### src/verilog/rps_map.svh
// Widths, reset values and timing counts of the reset pin sequencer
`ifndef RPS_MAP_SVH
`define RPS_MAP_SVH

// Clock period of sys_clk_i in ns (50 MHz)
`define RPS_CLK_PERIOD_NS    20
// Longest time from reset pin release to reset pull-down off
`define RPS_PD_RELEASE_NS    1500000
// Longest time rounds down
`define RPS_PD_RELEASE_CYC   (`RPS_PD_RELEASE_NS / `RPS_CLK_PERIOD_NS)
// Delay from reset release to strap sampling ("a few ms")
`define RPS_STRAP_DELAY_NS   2000000
// Least time rounds up
`define RPS_STRAP_DELAY_CYC  ((`RPS_STRAP_DELAY_NS + `RPS_CLK_PERIOD_NS - 1) / `RPS_CLK_PERIOD_NS)
// Cycles of pin-to-pad latency: two sync stages, state and output
`define RPS_PIN_LAT          4
// Width of the release counter
`define RPS_CNT_W            17
// Number of RF switch control pins
`define RPS_RF_W             4
// RF switch pulls while in reset: first up, the other three down
`define RPS_RF_PU_RESET      4'h1
`define RPS_RF_PD_RESET      4'he
`define RPS_RF_OE_RUN        4'hf
// Host interface select strap encoding
`define RPS_HOST_SDIO        1'b0
`define RPS_HOST_SPI         1'b1
// Strap values before sampling: SDIO host, open-source clock request
`define RPS_STRAP_DEFAULT    2'h0

`endif

### src/verilog/rps_pkg.sv
// Types of the reset pin sequencer
`include "rps_map.svh"
package rps_pkg;

   typedef enum logic [1:0] {ph_reset, ph_wait, ph_run} rps_phase_t;

   // Software controls of the pad pulls
   typedef struct packed {
      logic rst_pd_en;     // Re-enable weak pull-down on reset input
      logic req_pd_dis;    // Disable pull-downs on regulator requests
      logic host_pu_dis;   // Disable pull-ups on host interface pins
   } rps_sw_ctl_t;

   // Latched strap levels
   typedef struct packed {
      logic spi_mode;          // 0 SDIO, 1 generic serial host
      logic clkreq_push_pull;  // 0 open-source, 1 push-pull
   } rps_straps_t;

   // Pad controls
   typedef struct packed {
      logic rst_pd_en;       // Pull-down on the reset input
      logic req_pd_en;       // Pull-downs on the regulator request inputs
      logic host_hiz;        // Host interface pins high impedance
      logic host_pu_en;      // Weak pull-ups on host interface pins
      logic strap_sampling;  // Strap pins held as inputs for sampling
   } rps_pad_ctl_t;

   typedef struct packed {
      logic out;
      logic oe;
      logic pd_en;
   } rps_clkreq_pin_t;

   typedef struct packed {
      logic [`RPS_RF_W-1:0] out;
      logic [`RPS_RF_W-1:0] oe;
      logic [`RPS_RF_W-1:0] pu_en;
      logic [`RPS_RF_W-1:0] pd_en;
   } rps_rf_pins_t;

   typedef struct packed {
      rps_phase_t            phase;
      logic [`RPS_CNT_W-1:0] cnt;
      logic                  pd_released;
      logic                  straps_valid;
      rps_straps_t           straps;
      rps_pad_ctl_t          pad;
      rps_clkreq_pin_t       clkreq;
      rps_rf_pins_t          rf;
      logic                  reg_req;
      logic                  pwm_req;
   } rps_state_t;

endpackage : rps_pkg

### src/verilog/rps_sync2.sv
// Two-flop synchroniser for pin inputs
`timescale 1ns/1ps
module rps_sync2 #(
   parameter int W = 1
) (
   input  wire logic         sys_clk_i,  // System clock
   input  wire logic         srst_i,     // Synchronous reset
   input  wire logic         clk_en_i,   // Clock enable
   input  wire logic [W-1:0] async_i,    // Pin levels
   output logic      [W-1:0] sync_o      // Synchronised levels
);

   typedef struct packed {
      logic [W-1:0] s1;
      logic [W-1:0] s2;
   } rps_sync_state_t;

   rps_sync_state_t st;
   rps_sync_state_t next_st;

   // First stage feeds only the second
   always_comb begin
      next_st.s1 = async_i;
      next_st.s2 = st.s1;
   end

   // Register both stages
   always_ff @(posedge sys_clk_i) begin
      if (srst_i) begin
         st <= '0;
      end else if (clk_en_i) begin
         st <= next_st;
      end
   end

   assign sync_o = st.s2;

endmodule : rps_sync2

### src/verilog/rps_seq.sv
// Reset pin state, pull control, clock request and strap sampling
`timescale 1ns/1ps
`include "rps_map.svh"
module rps_seq #(
   parameter int PD_RELEASE_CYC  = `RPS_PD_RELEASE_CYC,  // Reset pull-down release
   parameter int STRAP_DELAY_CYC = `RPS_STRAP_DELAY_CYC  // Strap sample delay
) (
   input  wire logic                    sys_clk_i,                 // 50 MHz clock
   input  wire logic                    srst_i,                    // Internal power-on reset
   input  wire logic                    clk_en_i,                  // Freezes state when low
   input  wire logic                    wlan_reset_in_n_i,         // Reset pin, active low
   input  wire logic                    ext_regulator_request_i,   // Regulator request pin
   input  wire logic                    ext_pulse_mode_request_i,  // Pulse mode request pin
   input  wire logic [1:0]              strap_pins_i,              // {host sel, clkreq mode}
   input  wire logic                    clock_wanted_i,            // Core wants a clock
   input  wire logic                    sleep_i,                   // Device in sleep mode
   input  wire logic [`RPS_RF_W-1:0]    rf_switch_value_i,         // RF switch levels
   input  rps_pkg::rps_sw_ctl_t         sw_ctl_i,                  // Software pull controls
   output rps_pkg::rps_pad_ctl_t        pad_ctl_o,                 // Pad pull and float
   output rps_pkg::rps_clkreq_pin_t     clock_request_out_o,       // Clock request pin
   output rps_pkg::rps_rf_pins_t        rf_switch_control_o,       // RF switch pins
   output rps_pkg::rps_straps_t         straps_o,                  // Latched straps
   output logic                         straps_valid_o,            // Straps sampled
   output logic                         device_in_reset_o,         // Reset phase active
   output logic                         ext_regulator_request_o,   // Synced request
   output logic                         ext_pulse_mode_request_o   // Synced request
);

   localparam logic [`RPS_CNT_W-1:0] PD_AT    = `RPS_CNT_W'(PD_RELEASE_CYC - `RPS_PIN_LAT);
   localparam logic [`RPS_CNT_W-1:0] STRAP_AT = `RPS_CNT_W'(STRAP_DELAY_CYC - 1);

   localparam rps_pkg::rps_state_t ST_RESET = '{
      phase:        rps_pkg::ph_reset,
      cnt:          '0,
      pd_released:  1'b0,
      straps_valid: 1'b0,
      straps:       `RPS_STRAP_DEFAULT,
      pad:          '{rst_pd_en: 1'b1, req_pd_en: 1'b1, host_hiz: 1'b1,
                      host_pu_en: 1'b0, strap_sampling: 1'b1},
      clkreq:       '{out: 1'b0, oe: 1'b0, pd_en: 1'b1},
      rf:           '{out: '0, oe: '0, pu_en: `RPS_RF_PU_RESET, pd_en: `RPS_RF_PD_RESET},
      reg_req:      1'b0,
      pwm_req:      1'b0
   };

   rps_pkg::rps_state_t  st;
   rps_pkg::rps_state_t  next_st;
   logic                 rst_n_s;
   logic                 reg_req_s;
   logic                 pwm_req_s;
   rps_pkg::rps_straps_t strap_s;
   logic                 in_rst;
   logic                 want;

   // All pin inputs pass two flip-flops
   rps_sync2 #(
      .W(5)
   ) u_sync (
      .sys_clk_i (sys_clk_i),
      .srst_i    (srst_i),
      .clk_en_i  (clk_en_i),
      .async_i   ({wlan_reset_in_n_i, ext_regulator_request_i,
                   ext_pulse_mode_request_i, strap_pins_i}),
      .sync_o    ({rst_n_s, reg_req_s, pwm_req_s, strap_s})
   );

   // Phase sequencing, strap latch and pad control
   always_comb begin
      next_st = st;
      case (st.phase)
         rps_pkg::ph_reset: begin
            if (rst_n_s) begin
               next_st.phase = rps_pkg::ph_wait;
            end
         end
         rps_pkg::ph_wait: begin
            if (!rst_n_s) begin
               next_st.phase = rps_pkg::ph_reset;
            end else begin
               next_st.cnt = st.cnt + `RPS_CNT_W'(1);
               if (st.cnt >= PD_AT) begin
                  next_st.pd_released = 1'b1;
               end
               if (st.cnt == STRAP_AT) begin
                  next_st.straps       = strap_s;
                  next_st.straps_valid = 1'b1;
                  next_st.phase        = rps_pkg::ph_run;
               end
            end
         end
         rps_pkg::ph_run: begin
            if (!rst_n_s) begin
               next_st.phase = rps_pkg::ph_reset;
            end
         end
         default: begin
            next_st.phase = rps_pkg::ph_reset;
         end
      endcase
      in_rst = (next_st.phase == rps_pkg::ph_reset);
      // Entering reset clears count and straps at once, so no pad sees stale values
      if (in_rst) begin
         next_st.cnt          = '0;
         next_st.pd_released  = 1'b0;
         next_st.straps_valid = 1'b0;
         next_st.straps       = `RPS_STRAP_DEFAULT;
      end
      // Reset pin pull-down: on until released, then software choice
      next_st.pad.rst_pd_en = next_st.pd_released ? sw_ctl_i.rst_pd_en : 1'b1;
      next_st.pad.req_pd_en = in_rst | ~sw_ctl_i.req_pd_dis;
      next_st.pad.host_hiz   = in_rst;
      next_st.pad.host_pu_en = ~in_rst & ~sw_ctl_i.host_pu_dis;
      next_st.pad.strap_sampling = ~next_st.straps_valid;
      // Clock request pin
      want = clock_wanted_i & ~sleep_i & ~in_rst;
      if (in_rst) begin
         next_st.clkreq = '{out: 1'b0, oe: 1'b0, pd_en: 1'b1};
      end else if (next_st.straps_valid && next_st.straps.clkreq_push_pull) begin
         next_st.clkreq = '{out: want, oe: 1'b1, pd_en: 1'b0};
      end else begin
         next_st.clkreq = '{out: 1'b1, oe: want, pd_en: ~want};
      end
      // RF switch pins
      if (in_rst) begin
         next_st.rf = '{out: '0, oe: '0, pu_en: `RPS_RF_PU_RESET,
                        pd_en: `RPS_RF_PD_RESET};
      end else begin
         next_st.rf = '{out: rf_switch_value_i, oe: `RPS_RF_OE_RUN,
                        pu_en: '0, pd_en: '0};
      end
      next_st.reg_req = reg_req_s;
      next_st.pwm_req = pwm_req_s;
   end

   // State register, frozen while the clock enable is low
   always_ff @(posedge sys_clk_i) begin
      if (srst_i) begin
         st <= ST_RESET;
      end else if (clk_en_i) begin
         st <= next_st;
      end
   end

   // Outputs straight from the state register
   assign pad_ctl_o                = st.pad;
   assign clock_request_out_o      = st.clkreq;
   assign rf_switch_control_o      = st.rf;
   assign straps_o                 = st.straps;
   assign straps_valid_o           = st.straps_valid;
   // Host float flop is set exactly while the phase is reset
   assign device_in_reset_o        = st.pad.host_hiz;
   assign ext_regulator_request_o  = st.reg_req;
   assign ext_pulse_mode_request_o = st.pwm_req;
endmodule : rps_seq

### config.mk
export PLATFORM = sky130hd
export DESIGN_NAME = rps_seq
export DESIGN_NICKNAME = d
export VERILOG_FILES = /design/src/verilog/rps_pkg.sv /design/src/verilog/rps_sync2.sv /design/src/verilog/rps_seq.sv
export VERILOG_INCLUDE_DIRS = /design/src /design/src/verilog
export SDC_FILE = /design/constraint.sdc
export NUM_CORES = 1
export LEC_CHECK = 0
export ABC_AREA = 1
export BUFFER_PORTS_ARGS = -buffer_cell sky130_fd_sc_hd__buf_4
export CAP_MARGIN = 10
export CORE_MARGIN = 4
export CORE_UTILIZATION = 45
export CTS_CLUSTER_DIAMETER = 120
export CTS_CLUSTER_SIZE = 24
export DETAILED_ROUTE_END_ITERATION = 12
export HOLD_SLACK_MARGIN = 0.06
export PLACE_DENSITY_LB_ADDON = 0.25
export SYNTH_ARGS = -nofsm -noshare
export SYNTH_HDL_FRONTEND = slang
export SYNTH_SLANG_ARGS = --single-unit
export TNS_END_PERCENT = 10
### constraint.sdc
create_clock -name sys_clk_i -period 2.24 [get_ports sys_clk_i]
set_clock_uncertainty 0.2 [all_clocks]
set_input_delay 0.224 -clock sys_clk_i [delete_from_list [all_inputs] [get_ports sys_clk_i]]
set_output_delay 0.224 -clock sys_clk_i [all_outputs]
set_load 0.01 [all_outputs]
* After elaboration in Yosys (flattened, before gate mapping) *
Cells that the tools add are included.

storage, ports and cells
  bits in registers = 59
  bits in latches = 0
  memory bits (writable) = 0
  bits in read-only memories = 0
  input port bits = 17
  output and inout bits = 30
  logic and storage cells = 59
  memories = 0

operators by class
  add/sub/neg operators = 1
  $mul = 0
  div/mod/pow operators = 0
  $lt $le $gt $ge = 1
  equality and inequality tests = 3
  shift-type cells = 0
  mux-type cells = 14
  bitwise operators = 10
  reductions and logical operators = 8

operators with widths
  cell                                                                    number
  21-bit 2-to-1 mux                                                       3
  17-bit by 1-bit adder with 17-bit output (second input constant)        1
  17-bit equality test (second input constant)                            1
  17-bit >= comparator (second input constant)                            1
  16-bit 2-to-1 mux                                                       1
  3-bit 2-to-1 mux                                                        3
  2-bit 2-to-1 mux                                                        4
  1-bit NOT                                                               6
  2-bit case mux with 3 select lines                                      1
  2-bit nonzero test                                                      3
  2-bit logical NOT                                                       2
  4-bit AND reduction                                                     1
  1-bit bitwise AND                                                       3
  3-bit AND reduction                                                     1
  2-bit by 1-bit equality test with 1-bit output (second input constant)  1
  2-bit equality test (second input constant)                             1
  1-bit 2-to-1 mux                                                        2
  1-bit logical AND                                                       1
  1-bit OR                                                                1

* Logic depth before layout (Yosys ltp) *
Gate-level depths: netlist of run 1.

  word-level depth = 10
  gate-level depth with buffers = 12
  gate-level depth less buffers = 11

* Modules after synthesis *
A second synthesis of run 1 with hierarchy kept.

unflattened totals
  cell total of the unflattened synthesis = 355
  area, all modules = 2483.6 um^2

by module, submodules not included
  module     times used  cells an instance  area each (um^2)  sequential area each (um^2)
  rps_seq    1           292                2064.5            760.7
  rps_sync2  1           63                 419.2             200.2

* Worst setup path after synthesis of run 1 *
OpenSTA, ideal clock, no wires.

  kind = register to register
  start point = register st[31] in the netlist's numbering
  end point = register st, in the netlist clock_request_out_o[1]
  setup time = 115 ps
  arrival = 1308 ps
  data required time = 1925 ps
  slack = 617 ps
  cell stages (with the launch flop) = 12
  path buffers = 0
  period minus slack after synthesis = 1623 ps
  path through = dfxtp_1 ha_1 nand2_1 inv_1 nand2_1 nor2_2 nand3_4 clkinv_1 nand2_1 nand4_1 nand2_1 o21a_1

between the ends
  cells in the longest elaborated chain, start to end = 9
  elaborated cells between the ends (all ways) = 14
  those cells by class = eq/ne (1); mux (9); bitwise (2); reduce/logical (2)

ends and longest elaborated chain
  item                                                    RTL line                        text
  from (decl)                                             rps_seq.sv:46                   rps_pkg::rps_state_t st;
  from (signal assigned)                                  rps_seq.sv:140                  st <= next_st;
  17-bit equality test (*)                                rps_seq.sv:84                   if (st.cnt == STRAP_AT) begin
  2-bit 2-to-1 mux                                        rps_seq.sv:84
  2-bit 2-to-1 mux                                        rps_seq.sv:77                   if (!rst_n_s) begin
  2-bit case mux with 3 select lines                      rps_seq.sv:70                   case (st.phase)
  2-bit logical NOT                                       rps_seq.sv:100                  in_rst = (next_st.phase == rps_pkg::ph_reset);
  21-bit 2-to-1 mux or 1-bit NOT (tied branches)          rps_seq.sv:102, rps_seq.sv:115
  1-bit logical AND or 1-bit bitwise AND (tied branches)  rps_seq.sv:118, rps_seq.sv:115
  3-bit 2-to-1 mux                                        rps_seq.sv:118                  end else if (next_st.straps_valid && next_st.straps.clkreq_push_pull) begin
  3-bit 2-to-1 mux (*)                                    rps_seq.sv:116                  if (in_rst) begin

Every way passes the cells marked *; elsewhere a longest branch is shown, timed or not. The select of a mux whose other input is x is not followed.
A chain may end at the register's enable or synchronous reset.

* Final worst setup path of run 1 *
  start point = register u_sync.st, in the netlist u_sync.sync_o[4]
  end point = register st, in the netlist rf_switch_control_o[12]

between the ends
  cells in the longest elaborated chain, start to end = 4
  elaborated cells between the ends (all ways) = 6
  those cells by class = mux (5); reduce/logical (1)

ends and longest elaborated chain
  item                                    RTL line                                     text
  from (decl)                             rps_sync2.sv:18                              rps_sync_state_t st;
  from (signal assigned)                  rps_sync2.sv:32                              st <= next_st;
  2-bit 2-to-1 mux (on tied branches)     rps_seq.sv:92, rps_seq.sv:72, rps_seq.sv:77
  2-bit case mux with 3 select lines (*)  rps_seq.sv:70
  2-bit logical NOT (*)                   rps_seq.sv:100
  16-bit 2-to-1 mux (*)                   rps_seq.sv:124                               if (in_rst) begin

Every way passes the cells marked *; elsewhere a longest branch is shown, timed or not.

==> flow_summary.yaml, run 1 <==
floorplan:
  die_x_um: 80.1
  dieArea_um2: 6420
  rows: 25
  coreArea_um2: 4880
  io_pins: 47
  start_util_pct: 48.0
  die_h_um: 80.1
synthesis:
  synth_seq_cells: 48
  postSynthAreaPerCell_um2: 7.27
  yosys_warnings: 0
  synth.distinct_cells: 35
  synth_area_um2: 2340
  synth-seq-area-share_pct: 41.0
  netlist_instances: 322
layout:
  layout_common_cells: "nand2_1 (58), dfxtp_1 (48), buf_4 (45)"
  fillCellCount: 477
  syn_to_final_growth_pct: 19.0
  layout_commonest_cell: "nand2_1"
  drive_above_1_share_pct: 22.5
  fin_area_um2: 2790
  seq_area_um2: 961
  antennaDiodeCount: 0
  multi_input_area_um2: 1010
  fin_nets: 374
detailed_routing:
  routedWlPerCell_um: 11.5
  drt_iter0_drc: 145
  num_vias: 1986
  ant_nets: 0
  firstDrtPassIters: 4
  via_per_inst: 4.70
  drc: 0
  drt-total-wl_mm: 4.87
worst_setup_path:
  worstPathMaxFanout: 9
  crit_type: "reg -> reg"
  endpoint_kind: "flip-flop"
  slowest_stage: "dlygate4sd3_1"
  path_buf_inv: 3
  crit_chain: "nand2_1, nand2_1, inv_1, nor2_1, buf_4, nand2_1, a21oi_1, dlygate4sd3_1"
  path_common_cell: "nand2_1"
  worstPathRequired_ns: 2.30
  critPathMaxStageDelay_ns: 0.55
  cp_top_family: "buffers and inverters"
  worstSetupStartpointType: "flip-flop"
  crit_arrival_ns: 1.99
grt:
  grt_max_degree: 26
  grtUsageTotal_pct: 16.4
  grt_pass1_vias: 1930
  grt_pass1_wl_mm: 8.45
  antenna_found_initial: 0
  overflow: 0
status:
  status: "complete, no violations"
place:
  port_buffers: 42
  place_area_um2: 2540
  hpwl_mm: 3.39
  gp_congestion: 0.783
sta:
  hold_viol_final: 0
  fin_crit_ns: 1.93
  fin_crit_sh_pct: 86.1
  finalSetupTns_ns: 0
  hold-worst-slack_ns: 0.0971
  setup_viol: 0
  rsz0062_at_grt: "no"
  maxSlewViolCount: 0
  fmaxAchievable_mhz: 518
power_and_ir_drop:
  irDropWorstVdd_mv: 0.440
  power_density_nw_per_um2: 627
  p_leak_nw: 1.19
  power.total_mw: 1.75
clock_tree:
  post-cts-setup-buffers: 0
  cts_root_buf: "clkbuf_8"
  htreeDepth: 2
  cts_buffer_depth: 2
  cts_buffers: 5
  clock-sinks: 48
  cts_tree: "done"
  cts.clk_slew.worst_paths_ns: 0.10
  clkLatencyLatePin_ns: 0.31
flow_run:
  drv_cap: 0
worst_hold_path:
  hold_path_class: "in -> reg"
==> layer usage <==
layer	GRT usage [%]	vias up	part of all wire, %
li1	-	1060	-
met3	3.81	6	4.2
met1	20.8	878	48
met4	5.41	0	1.3
met2	27.5	42	46
met5	0	-	0
==> logic make-up after synthesis <==
| logic type | after synthesis | synth area share [%] |
|---|---|---|
| flops | 48 | 41.0 |
| simple gates | 137 | 27.7 |
| other cells | 1 | 0.160 |
| compound gates | 59 | 13.6 |
| buf+inv | 75 | 16.4 |
| fa+ha+maj | 2 | 1.07 |
==> state kept, by name, indices dropped and copies added, names as in the netlist <==
register	flops
ext_pulse_mode_request_o	1
ext_regulator_request_o	1
clock_request_out_o	3
u_sync.next_st	5
st	20
pad_ctl_o	4
straps_valid_o	1
u_sync.sync_o	5
rf_switch_control_o	6
straps_o	2
==> synthesized netlist by cell type (all sizes together) <==
library cell | count | area share, %
a21o | 1 | 0.32
a21oi | 27 | 6.3
a31oi | 1 | 0.27
and3 | 1 | 0.27
buf | 29 | 9.0
clkbuf | 6 | 0.96
clkinv | 2 | 0.32
conb | 1 | 0.16
dfxtp | 48 | 41
ha | 2 | 1.1
inv | 38 | 6.1
nand2 | 64 | 11
nand3 | 8 | 2.2
nand3b | 1 | 0.32
nand4 | 8 | 2.4
nor2 | 46 | 8.4
nor3 | 5 | 1.6
nor3b | 1 | 0.32
nor4 | 2 | 0.80
o2111ai | 1 | 0.37
o21a | 2 | 0.64
o21ai | 27 | 5.8
or2 | 1 | 0.27
==> per-stage QoR <==
| step | instances | setup WS [ns] | utilization (%) |
|---|---|---|---|
| 3_5_place_dp | 402 | 0.428 | 52.1 |
| 2_1_floorplan | 325 | 0.617 | - |
| 5_1_grt | 423 | 0.121 | 57.1 |
| 3_3_place_gp | 402 | 0.506 | 52.1 |
| 4_1_cts | 423 | 0.321 | 57.1 |
| 6_report | 423 | 0.311 | 57.1 |
==> final timing paths <==
check        cells after the start                   start                      end  slack (ns)
max                              8        u_sync.sync_o[4]  rf_switch_control_o[12]        0.31
min                              2                clk_en_i              straps_o[0]         0.1
max reg2reg                      8        u_sync.sync_o[4]  rf_switch_control_o[12]        0.31
min reg2reg                      2  clock_request_out_o[0]   clock_request_out_o[0]        0.26
==> area by class of cell <==
class	count	area share (%)
clock buffer	5	2.47
tap	67	3.01
clock inverter	3	1.66
timing repair buffer	58	16.8
multi-input combinational	202	36.2
inverter	40	5.39
sequential	48	34.5
==> power by group <==
group	internal (mW)	switching [mW]
logic	0.0937	0.106
registers	0.883	0.0178
clock network	0.336	0.310
total	1.31	0.434
==> worst reg2reg max path, stage by stage (launching register included) <==
cell,delay [ns]
dfxtp_1,0.38
nand2_1,0.14
nand2_1,0.11
inv_1,0.07
nor2_1,0.09
buf_4,0.17
nand2_1,0.06
a21oi_1,0.11
dlygate4sd3_1,0.55
==> repair_timing <==
item                      4_1_cts  5_1_grt
hold endpoints to repair       15        0
hold buffers                   13        0
gates resized for setup         0        0
(Power assumes the default switching activity.)
==> run 2, diff against run 1 <==
--- a/config.mk
+++ b/config.mk
@@ -9,8 +9,10 @@
 export ABC_AREA = 1
 export BUFFER_PORTS_ARGS = -buffer_cell sky130_fd_sc_hd__buf_4
 export CAP_MARGIN = 10
+export CORE_ASPECT_RATIO = 0.9
 export CORE_MARGIN = 4
 export CORE_UTILIZATION = 45
+export CTS_BUF_LIST = sky130_fd_sc_hd__clkbuf_8 sky130_fd_sc_hd__clkbuf_16
 export CTS_CLUSTER_DIAMETER = 120
 export CTS_CLUSTER_SIZE = 24
 export DETAILED_ROUTE_END_ITERATION = 12
==> run 2 against run 1 <==
Compared with the run above:
- fmax shrank 0.40%
- non-clock buffer count is the same
- hold slack gained 0.026 ns
- sequential power is essentially flat
- routed wire length shrank 3.7%
- design area grew 1.5%
==> flow_summary.yaml, run 2 (synthesized netlist as in run 1, its figures left out) <==
layout:
  syn_to_final_growth_pct: 20.8
  seq_area_um2: 961
  fin_area_um2: 2830
  multi_input_area_um2: 1010
  layout_common_cells: "nand2_1 (58), dfxtp_1 (48), buf_4 (45)"
  utilization_pct: 57.4
  regMostFlops: "st"
  drive_above_1_share_pct: 22.5
  fin_nets: 374
  largest_register_ffs: 20
  layout_commonest_cell: "nand2_1"
  antennaDiodeCount: 0
  fillCellCount: 474
floorplan:
  start_util_pct: 47.5
  rows: 24
  io_pins: 47
  coreArea_um2: 4920
  die_h_um: 76.4
  die_x_um: 84.0
  dieArea_um2: 6420
sta:
  rsz0062_at_grt: "no"
  finalSetupTns_ns: 0
  setup_viol: 0
  maxSlewViolCount: 0
  fin_crit_sh_pct: 86.5
  fin_crit_ns: 1.94
  fmaxAchievable_mhz: 516
  hold_viol_final: 0
worst_setup_path:
  worstPathRequired_ns: 2.29
  crit_chain: "nand2_1, nand2_1, inv_1, nor2_1, buf_4, nand2_1, a21oi_1, dlygate4sd3_1"
  endpoint_kind: "flip-flop"
  critPathMaxStageDelay_ns: 0.56
  path_common_cell: "nand2_1"
  crit_type: "reg -> reg"
  slowest_stage: "dlygate4sd3_1"
  worstPathMaxFanout: 9
  worstSetupStartpointType: "flip-flop"
  crit_arrival_ns: 1.98
grt:
  grtUsageTotal_pct: 14.7
  grt_pass1_vias: 1813
  grt_max_degree: 26
  grt_pass1_wl_mm: 7.90
  grt.met2_usage_pct: 23.7
  antenna_found_initial: 0
  overflow: 0
  grtUsageMet3_pct: 3.46
  use_met1_pct: 19.4
  top_usage_layer: "met2"
place:
  gp_congestion: 0.882
  port_buffers: 42
  place_area_um2: 2540
  hpwl_mm: 3.31
power_and_ir_drop:
  combinationalPowerShare_pct: 10.3
  power.switching_uw: 409
  p_leak_nw: 1.21
  irDropWorstVdd_mv: 0.396
  switching_share_pct: 21.0
  seq_power_share_pct: 46.3
  cell_internal_pwr_mw: 1.53
  power_density_nw_per_um2: 687
  pwr-share-clk_pct: 43.4
clock_tree:
  htreeDepth: 2
  clkLatencyLatePin_ns: 0.30
  cts.hold.buffers_added: 13
  clock-sinks: 48
  cts.clk_slew.worst_paths_ns: 0.09
  cts_tree: "done"
  cts_buffer_depth: 2
  cts_resized: 0
  post-cts-setup-buffers: 0
  cts_buffers: 5
  cts_root_buf: "clkbuf_8"
detailed_routing:
  num_vias: 1992
  drt_iter0_drc: 118
  via_per_inst: 4.73
  drc: 0
  routedWlPerCell_um: 11.1
  firstDrtPassIters: 4
  ant_nets: 0
  drt-total-wl_mm: 4.69
flow_run:
  drv_cap: 0
worst_hold_path:
  hold_path_class: "in -> reg"
status:
  status: "complete, no violations"
## run 2: changes by cell type in the layout (fill, tap and decap cells not counted), sizes merged
cell      delta
bufinv       +2
clkinvlp     -1
inv          -1
## run 2: power groups by stage
stage | logic [mW] | clock network [mW] | registers, mW
2_1_floorplan | 0.133 | 0 | 0.918
3_3_place_gp | 0.181 | 0 | 0.919
3_5_place_dp | 0.182 | 0 | 0.920
4_1_cts | 0.200 | 0.865 | 0.900
5_1_grt | 0.221 | 0.889 | 0.905
6_report | 0.200 | 0.843 | 0.900
## run 2: metrics by stage
step	power (mW)	std cells	setup slack, ns	hold slack (ns)
finish	1.94	421	0.303	0.123
floorplan	1.05	325	0.617	0.159
detailed placement	1.10	400	0.403	0.241
CTS	1.97	421	0.330	0.107
global route	2.01	421	0.174	0.141
global placement	1.10	400	0.443	0.245
## run 2: path summary, 6_finish.rpt
kind	end	startpoint	slack, ns	cells past startpoint
min	st[30]	clk_en_i	0.12	3
max	rf_switch_control_o[12]	u_sync.sync_o[4]	0.30	8
min reg2reg	clock_request_out_o[0]	clock_request_out_o[0]	0.25	2
max reg2reg	rf_switch_control_o[12]	u_sync.sync_o[4]	0.30	8
## run 2: cell type report
cell class	instances	area share (%)
clock buffer	5	2.43
clock inverter	3	3.19
inverter	40	5.31
multi-input combinational	202	35.7
sequential	48	34.0
tap	65	2.88
timing repair buffer	58	16.5
## run 2: per-layer routing
layer  vias up  wire, um
li1       1059         -
met1       883      2350
met2        45      2060
met3         5       235
met4         0        52
met5         -         0
## run 2: worst max-delay path: cells and delay by family (launching register included)
| kind | cells | cell delay [ns] |
|---|---|---|
| buffers and inverters | 3 | 0.81 |
| flip-flops | 1 | 0.37 |
| AND/OR/NAND/NOR | 4 | 0.40 |
| AO/OA/AOI/OAI | 1 | 0.11 |
==> run 3, diff against run 2 <==
--- a/config.mk
+++ b/config.mk
@@ -20,5 +20,6 @@
 export PLACE_DENSITY_LB_ADDON = 0.25
 export SYNTH_ARGS = -nofsm -noshare
 export SYNTH_HDL_FRONTEND = slang
+export SYNTH_HIERARCHICAL = 1
 export SYNTH_SLANG_ARGS = --single-unit
 export TNS_END_PERCENT = 10
==> run 3 against run 2 <==
Compared with the run above:
- cell count up 10%
- register-to-register slack worse by 0.05 ns
- sequential share of layout area down 1.6 points
- core utilization down 1.2 points
- largest cell class unchanged
- largest power group unchanged
==> flow_summary.yaml, run 3 <==
floorplan:
  start_util_pct: 47.0
  die_x_um: 86.3
  rows: 25
  io_pins: 47
  die_h_um: 78.5
  dieArea_um2: 6770
  coreArea_um2: 5290
sta:
  rsz0062_at_grt: "no"
  layout_setup_ws_ns: 0.257
  hold_viol_final: 0
  finalSetupTns_ns: 0
  relSlewSlack_pct: 66.4
  hold-worst-slack_ns: 0.0668
  maxSlewViolCount: 0
  fin_crit_sh_pct: 88.5
  fmaxAchievable_mhz: 504
  fin_crit_ns: 1.98
  setup_viol: 0
  max_slew.worst_pin.slew_ns: 0.500
place:
  place_ws_ns: 0.397
  port_buffers: 42
  place_area_um2: 2680
  gp_congestion: 0.934
  hpwl_mm: 3.80
  dp.cells: 438
synthesis:
  yosysTopAreaCell: "dfxtp_1"
  postSynthAreaPerCell_um2: 7.00
  synth-compound-area-share_pct: 11.4
  synth_top_family_by_area: "simple AND/OR/NAND/NOR gates"
  synth.distinct_cells: 39
  synthFlopType: "dfxtp_1"
  yosysTopAreaCellShare_pct: 38.7
  post-synth-top-count-cell: "nand2_1"
  synth_edf_count: 0
  synth_seq_cells: 48
  synth-seq-area-share_pct: 38.7
  synth_area_leaders: "dfxtp_1 (39%), nand2_1 (13%), buf_4 (7.9%)"
  muxShareOfSynthArea_pct: 0
  synth_fa_ha_area_share_pct: 1.01
  netlist_instances: 355
  yosys_warnings: 6
  synth_xor_area_share_pct: 0
  yosys.area_share.simple_pct: 31.8
  async_flop_share_pct: 0
  synth_common_cells: "nand2_1 (88), dfxtp_1 (48), inv_1 (43)"
  synth_area_um2: 2480
clock_tree:
  cts_resized: 0
  cts.clk_slew.worst_paths_ns: 0.09
  clock-sinks: 48
  cts_root_buf: "clkbuf_8"
  cts_buffers: 5
  clkLatencyLatePin_ns: 0.30
  cts_buffer_depth: 2
  htreeDepth: 2
  cts_tree: "done"
power_and_ir_drop:
  power_density_nw_per_um2: 579
  power.switching_uw: 409
  cell_internal_pwr_mw: 1.31
  p_leak_nw: 1.30
  seq_power_share_pct: 52.3
  irDropWorstVdd_mv: 0.327
  switching_share_pct: 23.8
  pwr-share-clk_pct: 35.2
  combinationalPowerShare_pct: 12.6
layout:
  fin_area_um2: 2970
  layout_common_cells: "nand2_1 (88), dfxtp_1 (48), buf_4 (46)"
  finalNonFillerCells: 464
  fin_nets: 415
  antennaDiodeCount: 0
  drive_above_1_share_pct: 20.7
  largest_register_ffs: 20
  regMostFlops: "st"
  layout_commonest_cell: "nand2_1"
  syn_to_final_growth_pct: 19.6
detailed_routing:
  ant_nets: 0
  drt_iter0_drc: 101
  drt-total-wl_mm: 5.33
  num_vias: 2211
  firstDrtPassIters: 4
  routedWlPerCell_um: 11.5
  drc: 0
  via_per_inst: 4.77
grt:
  grt_pass1_vias: 2001
  grt_pass1_wl_mm: 8.98
  overflow: 0
  antenna_found_initial: 0
  grt_max_degree: 25
  grtUsageTotal_pct: 16.3
worst_setup_path:
  crit_type: "reg -> reg"
  r2r_slack_ns: 0.26
  crit_arrival_ns: 2.03
  worstPathRequired_ns: 2.28
  worstPathMaxFanout: 8
  endpoint_kind: "flip-flop"
  worstSetupStartpointType: "flip-flop"
flow_run:
  drv_cap: 0
status:
  status: "complete, no violations"
worst_hold_path:
  hold_path_class: "in -> reg"
-- run 3: logic make-up after synthesis --
family | count (synthesis)
other cells | 1
flops | 48
fa+ha+maj | 2
compound gates | 48
buf+inv | 81
simple gates | 175
-- run 3: metal layers --
metal	track usage, %	routed length [um]	share of wire (%)	vias up
met5	0	0	0	-
met4	5.61	76	1.4	0
met3	3.15	253	4.7	7
met2	25.8	2420	45	62
met1	22.0	2580	48	982
li1	-	-	-	1160
-- run 3: worst paths after layout --
kind | from | depth (start not counted) | end
setup reg to reg | u_sync/sync_o[4] | 7 | rf_switch_control_o[13]
hold / removal | clk_en_i | 3 | u_sync/next_st[2]
hold reg to reg | pad_ctl_o[0] | 2 | pad_ctl_o[0]
setup / recovery | u_sync/sync_o[4] | 7 | rf_switch_control_o[13]
-- run 3: area by class of cell --
class                      instances  area, um^2
timing repair buffer              64         526
sequential                        48         961
clock buffer                       5        68.8
clock inverter                     3        38.8
fill                             517        2320
inverter                          48         180
multi-input combinational        229        1110
tap                               67        83.8
-- run 3: through the flow --
stage	util [%]	total power [mW]
floorplan	-	1.06
global placement	50.7	1.11
detailed placement	50.7	1.12
CTS	56.2	1.74
global route	56.2	1.81
finish	56.2	1.72
-- run 3: worst max-delay path, cell delays in order, from the launching register on --
cell	delay [ns]
dfxtp_1	0.38
nand2_1	0.12
nand2_1	0.15
nand2_1	0.09
inv_1	0.21
nand2_1	0.08
a21oi_1	0.13
dlygate4sd3_1	0.56
-- run 3: timing repair --
action,4_1_cts,5_1_grt
hold buffers,18,0
buffers inserted,0,0
endpoints found under the hold margin,18,0
-- run 3: power by group through the flow --
stage | sequential [mW] | combinational [mW] | clock (mW)
floorplan | 0.918 | 0.144 | 0
global placement | 0.919 | 0.194 | 0
detailed placement | 0.920 | 0.196 | 0
CTS | 0.900 | 0.218 | 0.625
global route | 0.904 | 0.242 | 0.664
finish | 0.899 | 0.216 | 0.605
